==> config.mk <==
export PLATFORM = sky130hd
export DESIGN_NAME = prc_resource_decode
export DESIGN_NICKNAME = d
export VERILOG_FILES = /design/src/prc_resource_decode.v
export VERILOG_INCLUDE_DIRS = /design/src
export SDC_FILE = /design/constraint.sdc
export NUM_CORES = 1
export LEC_CHECK = 0
export BUFFER_PORTS_ARGS = -buffer_cell sky130_fd_sc_hd__buf_4
export CAP_MARGIN = 0
export CORE_ASPECT_RATIO = 0.7
export CORE_MARGIN = 1.5
export CORE_UTILIZATION = 52
export DETAILED_ROUTE_END_ITERATION = 10
export GPL_ROUTABILITY_DRIVEN = 0
export MAX_ROUTING_LAYER = met4
export PLACE_DENSITY = 0.84
export SLEW_MARGIN = 20
export SYNTH_ARGS = -nofsm -noshare
export SYNTH_HDL_FRONTEND = slang
export SYNTH_SLANG_ARGS = --single-unit
==> constraint.sdc <==
create_clock -name mclk_in -period 3.2 [get_ports mclk_in]
set_input_delay 0.16 -clock mclk_in [delete_from_list [all_inputs] [get_ports mclk_in]]
set_output_delay 0.16 -clock mclk_in [all_outputs]
set_load 0.01 [all_outputs]
==> src/prc_defines.vh <==
`ifndef PRC_DEFINES_VH
`define PRC_DEFINES_VH
`define PRC_REG_BASE_HI     8'h40
`define PRC_REG_BASE_LO     8'h41
`define PRC_REG_BOOT_WIDTH  8'h42
`define PRC_REG_BOOT_SZ_HI  8'h43
`define PRC_REG_BOOT_SZ_LO  8'h44
`define PRC_REG_SH_BASE_HI  8'h48
`define PRC_REG_SH_BASE_LO  8'h49
`define PRC_REG_SH_WIDTH    8'h4A
`define PRC_REG_SH_SZ_HI    8'h4B
`define PRC_REG_SH_SZ_LO    8'h4C
`define PRC_REG_VENDOR      8'hF0
`define PRC_REG_PORT_HI     8'h60
`define PRC_REG_PORT_LO     8'h61
`define PRC_VB_PORT_WIDE    0
`define PRC_VB_EXT_DECODE   1
`define PRC_VB_ADDR_ROM     2
`define PRC_VB_BOOT_UPPER   3
`define PRC_VB_FLASH        4
`define PRC_VB_XCVR_POL     5
`define PRC_VB_FIXED_CFG    6
`define PRC_WIDE_BIT        1
`define PRC_LAST_WORD       5'h1B
`define PRC_VENDOR_WORD     5'h1A
`define PRC_SUM_GOOD        8'hFF
`define PRC_CONST_40        8'h0C
`define PRC_CONST_SZ_HI     8'hFE
`define PRC_CONST_SH_HI     8'h0C
`define PRC_CONST_PORT_HI   8'h02
`endif

==> src/prc_resource_decode.v <==
`timescale 1ns/10ps
`include "prc_defines.vh"
// configuration registers and memory/port decode; only the vendor byte is loaded from the serial store
module prc_resource_decode (
	input  wire        mclk_in,          // 40 MHz clock
	input  wire        rstn_in,          // sync reset, active low
	input  wire        cfg_wr_in,        // config register write strobe
	input  wire [7:0]  cfg_addr_in,      // config register index
	input  wire [7:0]  cfg_wdata_in,     // config write data
	output reg  [7:0]  cfg_rdata_out,    // config read data
	input  wire        ee_present_in,    // serial store fitted (busy pin connected)
	input  wire        ee_valid_in,      // one word of load data this cycle
	input  wire [15:0] ee_word_in,       // load word
	input  wire [4:0]  ee_index_in,      // load word index
	input  wire        ee_done_in,       // store read through chain end
	input  wire        key_std_in,       // standard initiation key seen
	input  wire        key_alt_in,       // alternate vendor key seen
	output reg         key_accept_out,   // wake from wait-for-key
	output reg         reloc_mode_out,   // software relocatable mode
	output reg         scan_chain_busy_out, // external chain busy
	input  wire        bus_master_in,    // bus master architecture
	input  wire        shared_mode_in,   // shared memory architecture
	input  wire [19:0] sa_in,            // ISA address
	input  wire        bale_in,          // address latch / upper select
	input  wire        memr_n_in,        // memory read, active low
	input  wire        memw_n_in,        // memory write, active low
	input  wire        aen_in,           // address enable
	input  wire        tp_active_in,     // twisted pair active or sleep
	input  wire        ioread_n_in,      // port read, active low
	output reg         boot_rom_select_n_out, // boot rom / flash select
	output reg         boot_wide_out,    // boot cycle answered 16-bit
	output reg         shared_hit_out,   // shared memory decode
	output reg         shared_wide_out,  // shared cycle 16-bit
	output reg         port_hit_out,     // port selected
	output reg         iocs16_n_out,     // 16-bit port select, active low
	output reg         addr_rom_select_n_out, // parallel addr rom select (irq15 pin)
	output reg         addr_ram_read_out,// serve address from internal ram
	output reg         irq12_pin_out,    // flash we or sram cs, active low
	output reg         xcvr_enable_pin_out // transceiver enable
);
	reg [3:0] boot_rom_base_match_q;
	reg       boot_rom_wide_access_q;
	reg [3:0] boot_rom_size_field_q;
	reg [4:0] shared_mem_base_q;
	reg       shared_mem_wide_access_q;
	reg [3:0] shared_mem_size_field_q;
	reg [3:0] port_base_match_q;
	reg [7:0] vendor_q;
	reg [7:0] sum_q;
	reg       loading_q;
	reg       good_q;
	reg       upper_q;

	function [3:0] size_mask;
		input [3:0] f;
		begin
			case (f)
			4'hF:    size_mask = 4'hF;
			4'hE:    size_mask = 4'hE;
			4'hC:    size_mask = 4'hC;
			4'h8:    size_mask = 4'h8;
			default: size_mask = 4'h0;
			endcase
		end
	endfunction

	wire [3:0] bmask = size_mask(boot_rom_size_field_q);
	wire [3:0] smask = size_mask(shared_mem_size_field_q);
	wire       flash = vendor_q[`PRC_VB_FLASH];
	// upper select by latched address or BALE low
	wire       upper_ok = vendor_q[`PRC_VB_BOOT_UPPER] ? ~bale_in : upper_q;
	wire       boot_hit = (bmask != 4'h0) && upper_ok &&
		(((sa_in[16:13] ^ boot_rom_base_match_q) & bmask) == 4'h0);
	// shared base compare on SA[15:13]; gates modes
	wire       sh_hit = shared_mode_in && !bus_master_in && (smask != 4'h0) &&
		(((sa_in[15:13] ^ shared_mem_base_q[2:0]) & smask[2:0]) == 3'h0);
	wire       port_sel = vendor_q[`PRC_VB_EXT_DECODE] ? ~aen_in :
		(~aen_in && sa_in[9] && (sa_in[8:5] == port_base_match_q));
	wire       addr_space = port_sel && (sa_in[4] == 1'b0);

	always @(posedge mclk_in) begin
		if (!rstn_in) begin
			boot_rom_base_match_q    <= 4'h0;
			boot_rom_wide_access_q   <= 1'b0;
			boot_rom_size_field_q    <= 4'h0;
			shared_mem_base_q        <= 5'h00;
			shared_mem_wide_access_q <= 1'b0;
			shared_mem_size_field_q  <= 4'h0;
			port_base_match_q        <= 4'h0;
			vendor_q                 <= 8'h00;
			sum_q                    <= 8'h00;
			loading_q                <= 1'b1;
			good_q                   <= 1'b0;
			upper_q                  <= 1'b0;
		end else begin
			if (bale_in)
				upper_q <= (sa_in[19:17] == 3'h6);
			if (loading_q && ee_valid_in && ee_index_in <= `PRC_LAST_WORD) begin
				sum_q <= sum_q + ee_word_in[7:0] + ee_word_in[15:8];
				if (ee_index_in == `PRC_VENDOR_WORD)
					vendor_q <= {1'b0, ee_word_in[6:0]};
			end
			// a missing store ends the load at once
			if (loading_q && (ee_done_in || !ee_present_in)) begin
				loading_q <= 1'b0;
				// missing store is a failed load
				good_q    <= ee_present_in && (sum_q == `PRC_SUM_GOOD);
			end
			if (cfg_wr_in) begin
				case (cfg_addr_in)
				`PRC_REG_BASE_HI:    boot_rom_base_match_q[3] <= cfg_wdata_in[0];
				`PRC_REG_BASE_LO:    boot_rom_base_match_q[2:0] <= cfg_wdata_in[7:5];
				`PRC_REG_BOOT_WIDTH: boot_rom_wide_access_q <= cfg_wdata_in[`PRC_WIDE_BIT];
				`PRC_REG_BOOT_SZ_HI: boot_rom_size_field_q[3] <= cfg_wdata_in[0];
				`PRC_REG_BOOT_SZ_LO: boot_rom_size_field_q[2:0] <= cfg_wdata_in[7:5];
				`PRC_REG_SH_BASE_HI: shared_mem_base_q[4:3] <= cfg_wdata_in[1:0];
				`PRC_REG_SH_BASE_LO: shared_mem_base_q[2:0] <= cfg_wdata_in[7:5];
				`PRC_REG_SH_WIDTH:   shared_mem_wide_access_q <= cfg_wdata_in[`PRC_WIDE_BIT];
				`PRC_REG_SH_SZ_HI:   shared_mem_size_field_q[3] <= cfg_wdata_in[0];
				`PRC_REG_SH_SZ_LO:   shared_mem_size_field_q[2:0] <= cfg_wdata_in[7:5];
				`PRC_REG_PORT_HI:    port_base_match_q[3] <= cfg_wdata_in[0];
				`PRC_REG_PORT_LO:    port_base_match_q[2:0] <= cfg_wdata_in[7:5];
				`PRC_REG_VENDOR:     vendor_q <= {1'b0, cfg_wdata_in[6:0]};
				default: ;
				endcase
			end
		end
	end

	always @(posedge mclk_in) begin
		if (!rstn_in) begin
			cfg_rdata_out         <= 8'h00;
			key_accept_out        <= 1'b0;
			reloc_mode_out        <= 1'b0;
			scan_chain_busy_out   <= 1'b1;
			boot_rom_select_n_out <= 1'b1;
			boot_wide_out         <= 1'b0;
			shared_hit_out        <= 1'b0;
			shared_wide_out       <= 1'b0;
			port_hit_out          <= 1'b0;
			iocs16_n_out          <= 1'b1;
			addr_rom_select_n_out <= 1'b1;
			addr_ram_read_out     <= 1'b0;
			irq12_pin_out         <= 1'b1;
			xcvr_enable_pin_out   <= 1'b1;
		end else begin
			case (cfg_addr_in)
			`PRC_REG_BASE_HI:    cfg_rdata_out <= `PRC_CONST_40 | {7'h00, boot_rom_base_match_q[3]};
			`PRC_REG_BASE_LO:    cfg_rdata_out <= {boot_rom_base_match_q[2:0], 5'h00};
			`PRC_REG_BOOT_WIDTH: cfg_rdata_out <= {6'h00, boot_rom_wide_access_q, 1'b0};
			`PRC_REG_BOOT_SZ_HI: cfg_rdata_out <= `PRC_CONST_SZ_HI | {7'h00, boot_rom_size_field_q[3]};
			`PRC_REG_BOOT_SZ_LO: cfg_rdata_out <= {boot_rom_size_field_q[2:0], 5'h00};
			`PRC_REG_SH_BASE_HI: cfg_rdata_out <= `PRC_CONST_SH_HI | {6'h00, shared_mem_base_q[4:3]};
			`PRC_REG_SH_BASE_LO: cfg_rdata_out <= {shared_mem_base_q[2:0], 5'h00};
			`PRC_REG_SH_WIDTH:   cfg_rdata_out <= {6'h00, shared_mem_wide_access_q, 1'b0};
			`PRC_REG_SH_SZ_HI:   cfg_rdata_out <= `PRC_CONST_SZ_HI | {7'h00, shared_mem_size_field_q[3]};
			`PRC_REG_SH_SZ_LO:   cfg_rdata_out <= {shared_mem_size_field_q[2:0], 5'h00};
			`PRC_REG_PORT_HI:    cfg_rdata_out <= `PRC_CONST_PORT_HI | {7'h00, port_base_match_q[3]};
			`PRC_REG_PORT_LO:    cfg_rdata_out <= {port_base_match_q[2:0], 5'h00};
			`PRC_REG_VENDOR:     cfg_rdata_out <= vendor_q;
			default:             cfg_rdata_out <= 8'h00;
			endcase
			// standard key only after good load
			key_accept_out <= key_alt_in ||
				(key_std_in && good_q && !vendor_q[`PRC_VB_FIXED_CFG]);
			reloc_mode_out <= !loading_q && !good_q;
			// busy falls only on good checksum
			scan_chain_busy_out <= loading_q ? 1'b1 : !good_q;
			// master flash oe; shared flash cs
			boot_rom_select_n_out <= !(boot_hit && (flash ? 1'b1 : !memr_n_in) &&
				(bus_master_in ? !memr_n_in : 1'b1));
			boot_wide_out <= boot_hit && boot_rom_wide_access_q && !bus_master_in;
			shared_hit_out <= sh_hit;
			shared_wide_out <= sh_hit && shared_mem_wide_access_q;
			port_hit_out <= port_sel;
			iocs16_n_out <= !(port_sel && vendor_q[`PRC_VB_PORT_WIDE]);
			addr_rom_select_n_out <= !(vendor_q[`PRC_VB_ADDR_ROM] && addr_space &&
				!ioread_n_in);
			addr_ram_read_out <= !vendor_q[`PRC_VB_ADDR_ROM] && addr_space && !ioread_n_in;
			irq12_pin_out <= !(flash && (bus_master_in ? (boot_hit && !memw_n_in) : sh_hit));
			xcvr_enable_pin_out <= tp_active_in ^ vendor_q[`PRC_VB_XCVR_POL];
		end
	end
endmodule // prc_resource_decode

Yosys cells after proc, flatten, opt, wreduce, memory -nomap -nowiden

Cells that the tools add are included.

Output and inout bits: 21
Register bits: 63
Input port bits: 73

Multiplexer cells: 12
Equality and inequality tests: 25
$add $sub $neg: 2
Bitwise gates (word level): 9
Reduce and logical (&&, ||, !) cells: 59
Magnitude comparators: 1

Operators with widths:

| operator                                       | number |
|---|---|
| case mux 8 bit (13 select lines)               | 1 |
| == test 8 x 7 -> 1 bit (second input constant) | 12 |
| == test 4 bit (second input constant)          | 8 |
| two-way mux 8 bit                              | 4 |
| case mux 4 bit (4 select lines)                | 2 |
| logical AND 1 bit                              | 27 |
| AND reduction 2 bit                            | 12 |
| adder 8 bit                                    | 2 |
| == test 8 bit (second input constant)          | 2 |
| logical NOT 1 bit                              | 13 |
| nonzero test 4 bit                             | 2 |
| == test 5 bit (second input constant)          | 1 |
| <= comparator 5 bit (second input constant)    | 1 |
| two-way mux 1 bit                              | 5 |
| bitwise AND 4 bit                              | 1 |
| == test 4 bit                                  | 1 |
| logical NOT 4 bit                              | 1 |
| inverter 1 bit                                 | 4 |
| XOR 4 bit                                      | 1 |
| bitwise AND 3 bit                              | 1 |
| == test 3 bit (second input constant)          | 1 |
| logical NOT 3 bit                              | 1 |
| XOR 3 bit                                      | 1 |
| logical OR 1 bit                               | 2 |
| other kinds (2)                                | 2 |

Logic depth before layout (Yosys ltp)

Gate-level depths: netlist (run 1).

Word-level depth: 9
Depth in mapped cells: 10

Worst setup path before layout (run 1)

OpenSTA, ideal clock, no wires.

Path kind: register to register
From: register sum_q[1]
To: register sum_q[7]
Clock period less this slack: 2436 ps
Slack: 764 ps
Stages on the path, launching flop included: 9
Setup time: 71 ps
Path buffers: 0
Arrival time: 2366 ps
Cell sequence: dfxtp_1 -> fa_1 -> ha_1 -> fa_1 -> a211oi_1 -> o21ai_0 -> a211o_1 -> a21o_1 -> a21oi_1

Cells in the longest elaborated chain, start to end: 2

RTL lines:

| item                      | line                     | RTL |
|---|---|---|
| start: declaration        | prc_resource_decode.v:49 | `reg [7:0] sum_q;` |
| start signal: assignment  | prc_resource_decode.v:99 | `sum_q <= sum_q + ee_word_in[7:0] + ee_word_in[15:8];` |
| adder 8 bit (2 in series) | prc_resource_decode.v:99 |  |

Every way passes these cells.
A chain may end at the register's enable or synchronous reset.

Final worst setup path (run 1)

Ends and elaborated chain as after synthesis.

==> Implementation_results.wiki, run 1 <==
{| class="wikitable"
! Metric !! Value
|-
| Worst EP required || 3.48 ns
|-
| Proportion of synthesized chip area in sequential cells || 38.31%
|-
| WL per Instance || 17.34 µm
|-
| Total clock buffers created by CTS || 9
|-
| Pin count of the biggest net entering global routing || 25
|-
| Via count of the first global-routing pass || 2996
|-
| Relative max-transition margin || 40.80%
|-
| DRT antenna net count || 0
|-
| Count of synthesis-stage warnings from yosys || 0
|-
| Area grow syn2layout || 27.67%
|-
| Final Net Count || 530
|-
| Sum of negative setup slack || 0 ns
|-
| Drt pass-1 iters || 8
|-
| Crit path capture || sum_q[7]
|-
| Yosys top cell area share || 38.31%
|-
| # IOs || 94
|-
| Net count after synthesis || 447
|-
| Main area contributors after synthesis || dfxtp_1, mux2i_1, fa_1
|-
| Diode insertion count for antenna repair || 0
|-
| Per-instance average area after synthesis || 9.144 µm²
|-
| Max-slew violation count || 0
|-
| Primary FF master, synth || dfxtp_1
|-
| Worst setup path category || reg2reg
|-
| Die Height || 69.57 µm
|-
| Instance count of the mapped netlist || 360
|-
| Total via count after detailed routing || 3079
|-
| Port-buffer cells || 86
|-
| Cts hold-fix bufs || 0
|-
| Number of flip-flops and latches in the synthesized netlist || 63
|-
| Most common cell in the netlist || dfxtp_1
|-
| Number of flops mapped to enable cells by yosys || 0
|-
| Netlist cell types || 55
|-
| DRC || 0
|-
| Critical-path maximum fanout || 3
|-
| Met2 global-route usage || 42.91%
|-
| H-Tree Depth || 3
|-
| Hpwl dp || 6643 µm
|-
| HP Class || in2reg
|-
| Beginning of the worst register-to-register path || sum_q[1]
|-
| Site Rows || 24
|-
| Die area || 6825 µm²
|-
| Static power due to leakage || 1.782 nW
|-
| Finish-stage setup viols || 0
|-
| MaxCap Viol Count || 0
|-
| Peak supply drop || 0.2759 mV
|-
| Proportion of layout cells with a drive suffix above 1 || 27.23%
|-
| All-Layer GR Usage || 28.46%
|-
| Global route hottest layer || met2
|-
| Wire length reported by the detailed router || 9120 µm
|-
| Power Density || 458.8 nW/µm²
|-
| Final hold violation count || 0
|-
| R2R depth || 8
|-
| Fraction of met1 tracks used by global routing || 37.63%
|-
| Initial Utilization || 53.22%
|-
| Time the worst path needs with I/O delays and setup || 2.717 ns
|-
| Clock Tree Root || clkbuf_8
|-
| Avg Vias per Cell || 5.854
|-
| Number of gates resized after CTS || 0
|-
| Worst Skew || 0.008191 ns
|-
| Power, Total || 0.001928 W
|-
| Violation count after the first detailed-route iteration || 238
|-
| First element of the critical path || sum_q[1]
|-
| Run status || finished clean
|-
| Post-synth design cell area || 3292 µm²
|-
| Leading area contributor after synthesis || dfxtp_1
|-
| Portion of the clock cycle consumed by the worst path in the final layout || 84.90%
|-
| Num Clock Sinks || 63
|-
| Transition time of the tightest slew-check pin || 0.8831 ns
|-
| Buffers from clock root to sink, at most || 2
|-
| Number of buffers added for setup after CTS || 0
|-
| Clock latency reported for the late side of the worst-skew pair || 0.35 ns
|-
| Peak clock frequency supported by timing || 0.3681 GHz
|-
| CP endpoint kind || flip-flop
|-
| Standard cell core area || 6186 µm²
|-
| Overflow left after global routing || 0
|-
| Critical path launch point type || flip-flop
|-
| Arrival time of the worst setup path || 3.00 ns
|-
| Met3 track demand over resource || 6.653%
|-
| Setup repair after global routing missed its margin || false
|-
| Initial antenna violation count || 0
|-
| Fraction of synthesis flops using an asynchronous set or reset pin || 0%
|-
| Endpoint of the worst-slack reg-to-reg timing path || sum_q[7]
|-
| Clock Pin Slew Worst Setup and Hold Paths || 0.07 ns
|-
| Die width || 98.10 µm
|-
| Global-route wire length before repair || 14840 µm
|-
| TritonCTS clock tree || done
|-
| FF-to-FF setup slack || 0.48 ns
|-
| Cell types with the highest counts after synthesis || dfxtp_1, nor2_1, mux2i_1, nand2_1
|}
## registers in the layout (all words and copies together) (netlist names), 4 cells and up
signal	flops
boot_rom_base_match_q	4
cfg_rdata_out	8
vendor_q	8
boot_rom_size_field_q	4
sum_q	8
shared_mem_size_field_q	4
shared_mem_base_q	5
port_base_match_q	4
## critical path, cell delays in order, from the launching register on
cell	delay [ns]
dfxtp_1	0.39
fa_1	0.44
ha_1	0.25
fa_1	0.45
a211oi_1	0.36
o21ai_0	0.18
a211o_1	0.29
a21o_1	0.17
a21oi_1	0.13
## through the flow
stage	util (%)	instances	cell area, µm²	setup slack, ns	hold WS (ns)
after floorplan	-	360	3292	0.7638	0.2726
after global placement	64.20	510	3971	0.5841	0.3709
after detailed placement	64.20	510	3971	0.5619	0.3710
after CTS	67.94	526	4203	0.5279	0.008615
after global routing	67.94	526	4203	0.3521	0.03142
final	67.94	526	4203	0.4832	0.02009
## logic make-up (layout without fill, tap and decap cells)
| group | count (synthesis) | count (layout) | synth area share (%) |
|---|---|---|---|
| buffers and inverters | 27 | 115 | 3.649 |
| multiplexers | 35 | 35 | 10.79 |
| flip-flops | 63 | 63 | 38.31 |
| adder cells (fa/ha/maj) | 14 | 14 | 7.145 |
| AND/OR/NAND/NOR | 137 | 137 | 22.20 |
| XOR/XNOR | 16 | 16 | 4.257 |
| AO/OA/AOI/OAI | 68 | 68 | 13.65 |
## cells in the final DEF, fill, tap and decap left out, drive strengths merged, types with 12 or more instances in the layout
cell    n
buf    88
nor2   41
dfxtp  63
mux2i  31
a21oi  19
nand3  19
o21ai  12
nand2  28
## cell type report
type | count | area (µm²)
fillers | 471 | 1983
multi-input cells | 270 | 1911
flip-flops and latches | 63 | 1261
repair buffers | 88 | 660.6
clock buffers | 11 | 151.4
well taps | 78 | 97.59
clock inverters | 5 | 80.08
inverters | 11 | 41.29
## per-layer routing
layer | share of wire, % | up-vias
li1 | - | 1455
met1 | 44 | 1452
met2 | 46 | 153
met3 | 8.3 | 19
met4 | 2.0 | 0
met5 | 0 | -
## worst min path at each step
stage,endpoint,cells after the start,startpoint
after CTS,port_hit_out,2,aen_in
after detailed placement,port_hit_out,2,aen_in
after global routing,port_hit_out,2,aen_in
final,port_hit_out,2,aen_in
after global placement,port_hit_out,2,aen_in
after floorplan,port_hit_out,1,aen_in
## power by group
| part | switching (W) | leakage [nW] | internal [W] | total (W) |
|---|---|---|---|---|
| registers | 0.0000159 | 0.510 | 0.000801 | 0.000817 |
| logic | 0.000158 | 1.16 | 0.000150 | 0.000308 |
| clock network | 0.000323 | 0.112 | 0.000480 | 0.000803 |
| total | 0.000497 | 1.78 | 0.00143 | 0.00193 |
Note: power is estimated with default switching activity, not from simulation.
==> inputs of run 2 (changes only) <==
Clock period 3.2 ns to 2.5 ns, I/O delays scaled along.
==> Implementation_results.wiki, run 2 (synthesis gave the netlist of run 1 again) <==
{| class="wikitable"
! Metric !! Value
|-
| Site Rows || 24
|-
| Area grow syn2layout || 29.30%
|-
| Die Height || 69.57 µm
|-
| Worst EP required || 2.78 ns
|-
| H-Tree Depth || 3
|-
| Proportion of layout cells with a drive suffix above 1 || 28.73%
|-
| Num Clock Sinks || 63
|-
| All-Layer GR Usage || 28.82%
|-
| Critical path launch point type || flip-flop
|-
| Portion of the clock cycle consumed by the worst path in the final layout || 96.58%
|-
| Drt pass-1 iters || 6
|-
| Net switching fraction of the power || 27.26%
|-
| Die width || 98.10 µm
|-
| Hpwl dp || 6800 µm
|-
| Run status || finished clean
|-
| Buffers from clock root to sink, at most || 2
|-
| Top library cells by usage in the layout, fill and taps aside || buf_4, dfxtp_1, nor2_1
|-
| Clock Tree Root || clkbuf_8
|-
| Setup repair after global routing missed its margin || true
|-
| # IOs || 94
|-
| Number of buffers added for setup after CTS || 0
|-
| FF-to-FF setup slack || 0.09 ns
|-
| Standard cell core area || 6186 µm²
|-
| Relative max-transition margin || 54.60%
|-
| Power Density || 548.0 nW/µm²
|-
| Pin count of the biggest net entering global routing || 25
|-
| HP Class || in2reg
|-
| TritonCTS clock tree || done
|-
| Combinational cell fraction of total power || 18.7%
|-
| Total via count after detailed routing || 3095
|-
| Via count of the first global-routing pass || 3171
|-
| DRT antenna net count || 0
|-
| Wire length reported by the detailed router || 9113 µm
|-
| Arrival time of the worst setup path || 2.69 ns
|-
| Pint || 0.001697 W
|-
| Switching power total || 0.0006359 W
|-
| Avg Vias per Cell || 5.796
|-
| CP endpoint kind || flip-flop
|-
| Beginning of the worst register-to-register path || sum_q[1]
|-
| Die area || 6825 µm²
|-
| Clock latency reported for the late side of the worst-skew pair || 0.34 ns
|-
| Largest registers ranked by flip-flop count || cfg_rdata_out (8), sum_q (8), vendor_q (8)
|-
| First element of the critical path || sum_q[1]
|-
| Final hold violation count || 0
|-
| # fillers || 496
|-
| Finish-stage setup viols || 0
|-
| Transition time of the tightest slew-check pin || 0.6758 ns
|-
| Time the worst path needs with I/O delays and setup || 2.414 ns
|-
| Static power due to leakage || 1.808 nW
|-
| MaxCap Viol Count || 0
|-
| Hold-critical path endpoint || key_accept_out
|-
| Global-route wire length before repair || 15170 µm
|-
| Critical-path maximum fanout || 2
|-
| Violation count after the first detailed-route iteration || 293
|-
| Origin of the worst min-delay path || key_alt_in
|-
| Final Util || 68.81%
|-
| Initial Utilization || 53.22%
|-
| Peak supply drop || 0.3105 mV
|-
| Endpoint of the worst-slack reg-to-reg timing path || sum_q[7]
|-
| Worst setup path category || reg2reg
|-
| Worst Skew || 0.005697 ns
|-
| Final Net Count || 538
|-
| R2R depth || 8
|-
| Peak clock frequency supported by timing || 0.4142 GHz
|-
| Clock Pin Slew Worst Setup and Hold Paths || 0.07 ns
|-
| Proportion of power drawn by the clock network || 36.4%
|-
| Final hold slack || 0.01407 ns
|-
| Relative contribution of sequential cells to total power || 44.9%
|-
| Initial antenna violation count || 0
|-
| DRC || 0
|-
| Overflow left after global routing || 0
|-
| Port-buffer cells || 86
|-
| Diode insertion count for antenna repair || 0
|-
| WL per Instance || 17.07 µm
|-
| Number of cells traversed by the worst hold path || 3
|-
| Total clock buffers created by CTS || 9
|-
| Max-slew violation count || 0
|-
| Most common cell after layout, fill and taps aside || buf_4
|}
-- run 2: worst max-delay path: stages, from the launching register on --
cell and delay, ns:
dfxtp_2 0.33, fa_1 0.43, ha_2 0.21, fa_2 0.40, a211oi_4 0.29, o21ai_2 0.09, a211o_1 0.31, a21o_1 0.17
a21oi_2 0.12
-- run 2: how the worst max path moves through the flow --
stage	endpoint
3_3_place_gp	sum_q[7]
5_1_grt	sum_q[7]
4_1_cts	sum_q[7]
3_5_place_dp	sum_q[7]
2_1_floorplan	sum_q[7]
6_report	sum_q[7]
-- run 2: what timing repair did --
item                                    in CTS  in global routing
resized for setup                            2                  6
hold buffers                                 4                  0
hold endpoints to repair                     3                  0
pin swaps                                    1                  6
endpoints found under the setup margin       1                  1
-- run 2: layout make-up --
cell class,count,area [µm²],area share (%)
flip-flops and latches,63,1262,29.66
inverters,11,41.29,0.9700
clock inverters,6,61.31,1.440
well taps,78,97.59,2.293
clock buffers,10,127.6,2.998
multi-input cells,270,1936,45.47
repair buffers,96,730.7,17.17
-- run 2: per-layer routing --
layer / track usage [%] / wire length, µm
met5: - / 0
met2: 45.06 / 4097
met3: 6.653 / 838
met1: 37.31 / 4023
met4: 9.048 / 154
-- run 2: stage by stage --
stage                     TNS (ns)  power [W]  instance area, µm²  setup WS [ns]  std cells
final                            0   0.002333                4257        0.08552        534
after global routing             0   0.002432                4257       0.009824        534
after CTS                        0   0.002322                4235        0.03350        534
after detailed placement   -0.1049   0.001471                4001        -0.1049        514
after global placement    -0.03363   0.001449                4001       -0.03363        514
after floorplan                  0   0.001295                3292        0.06383        360
-- run 2: power groups by stage --
| stage | Clock [W] | Sequential (W) | Combinational, W |
|---|---|---|---|
| floorplan | 0 | 0.00106 | 0.000231 |
| global placement | 0 | 0.00107 | 0.000383 |
| detailed placement | 0 | 0.00107 | 0.000403 |
| CTS | 0.000862 | 0.00105 | 0.000414 |
| global route | 0.000902 | 0.00105 | 0.000482 |
| finish | 0.000849 | 0.00105 | 0.000437 |
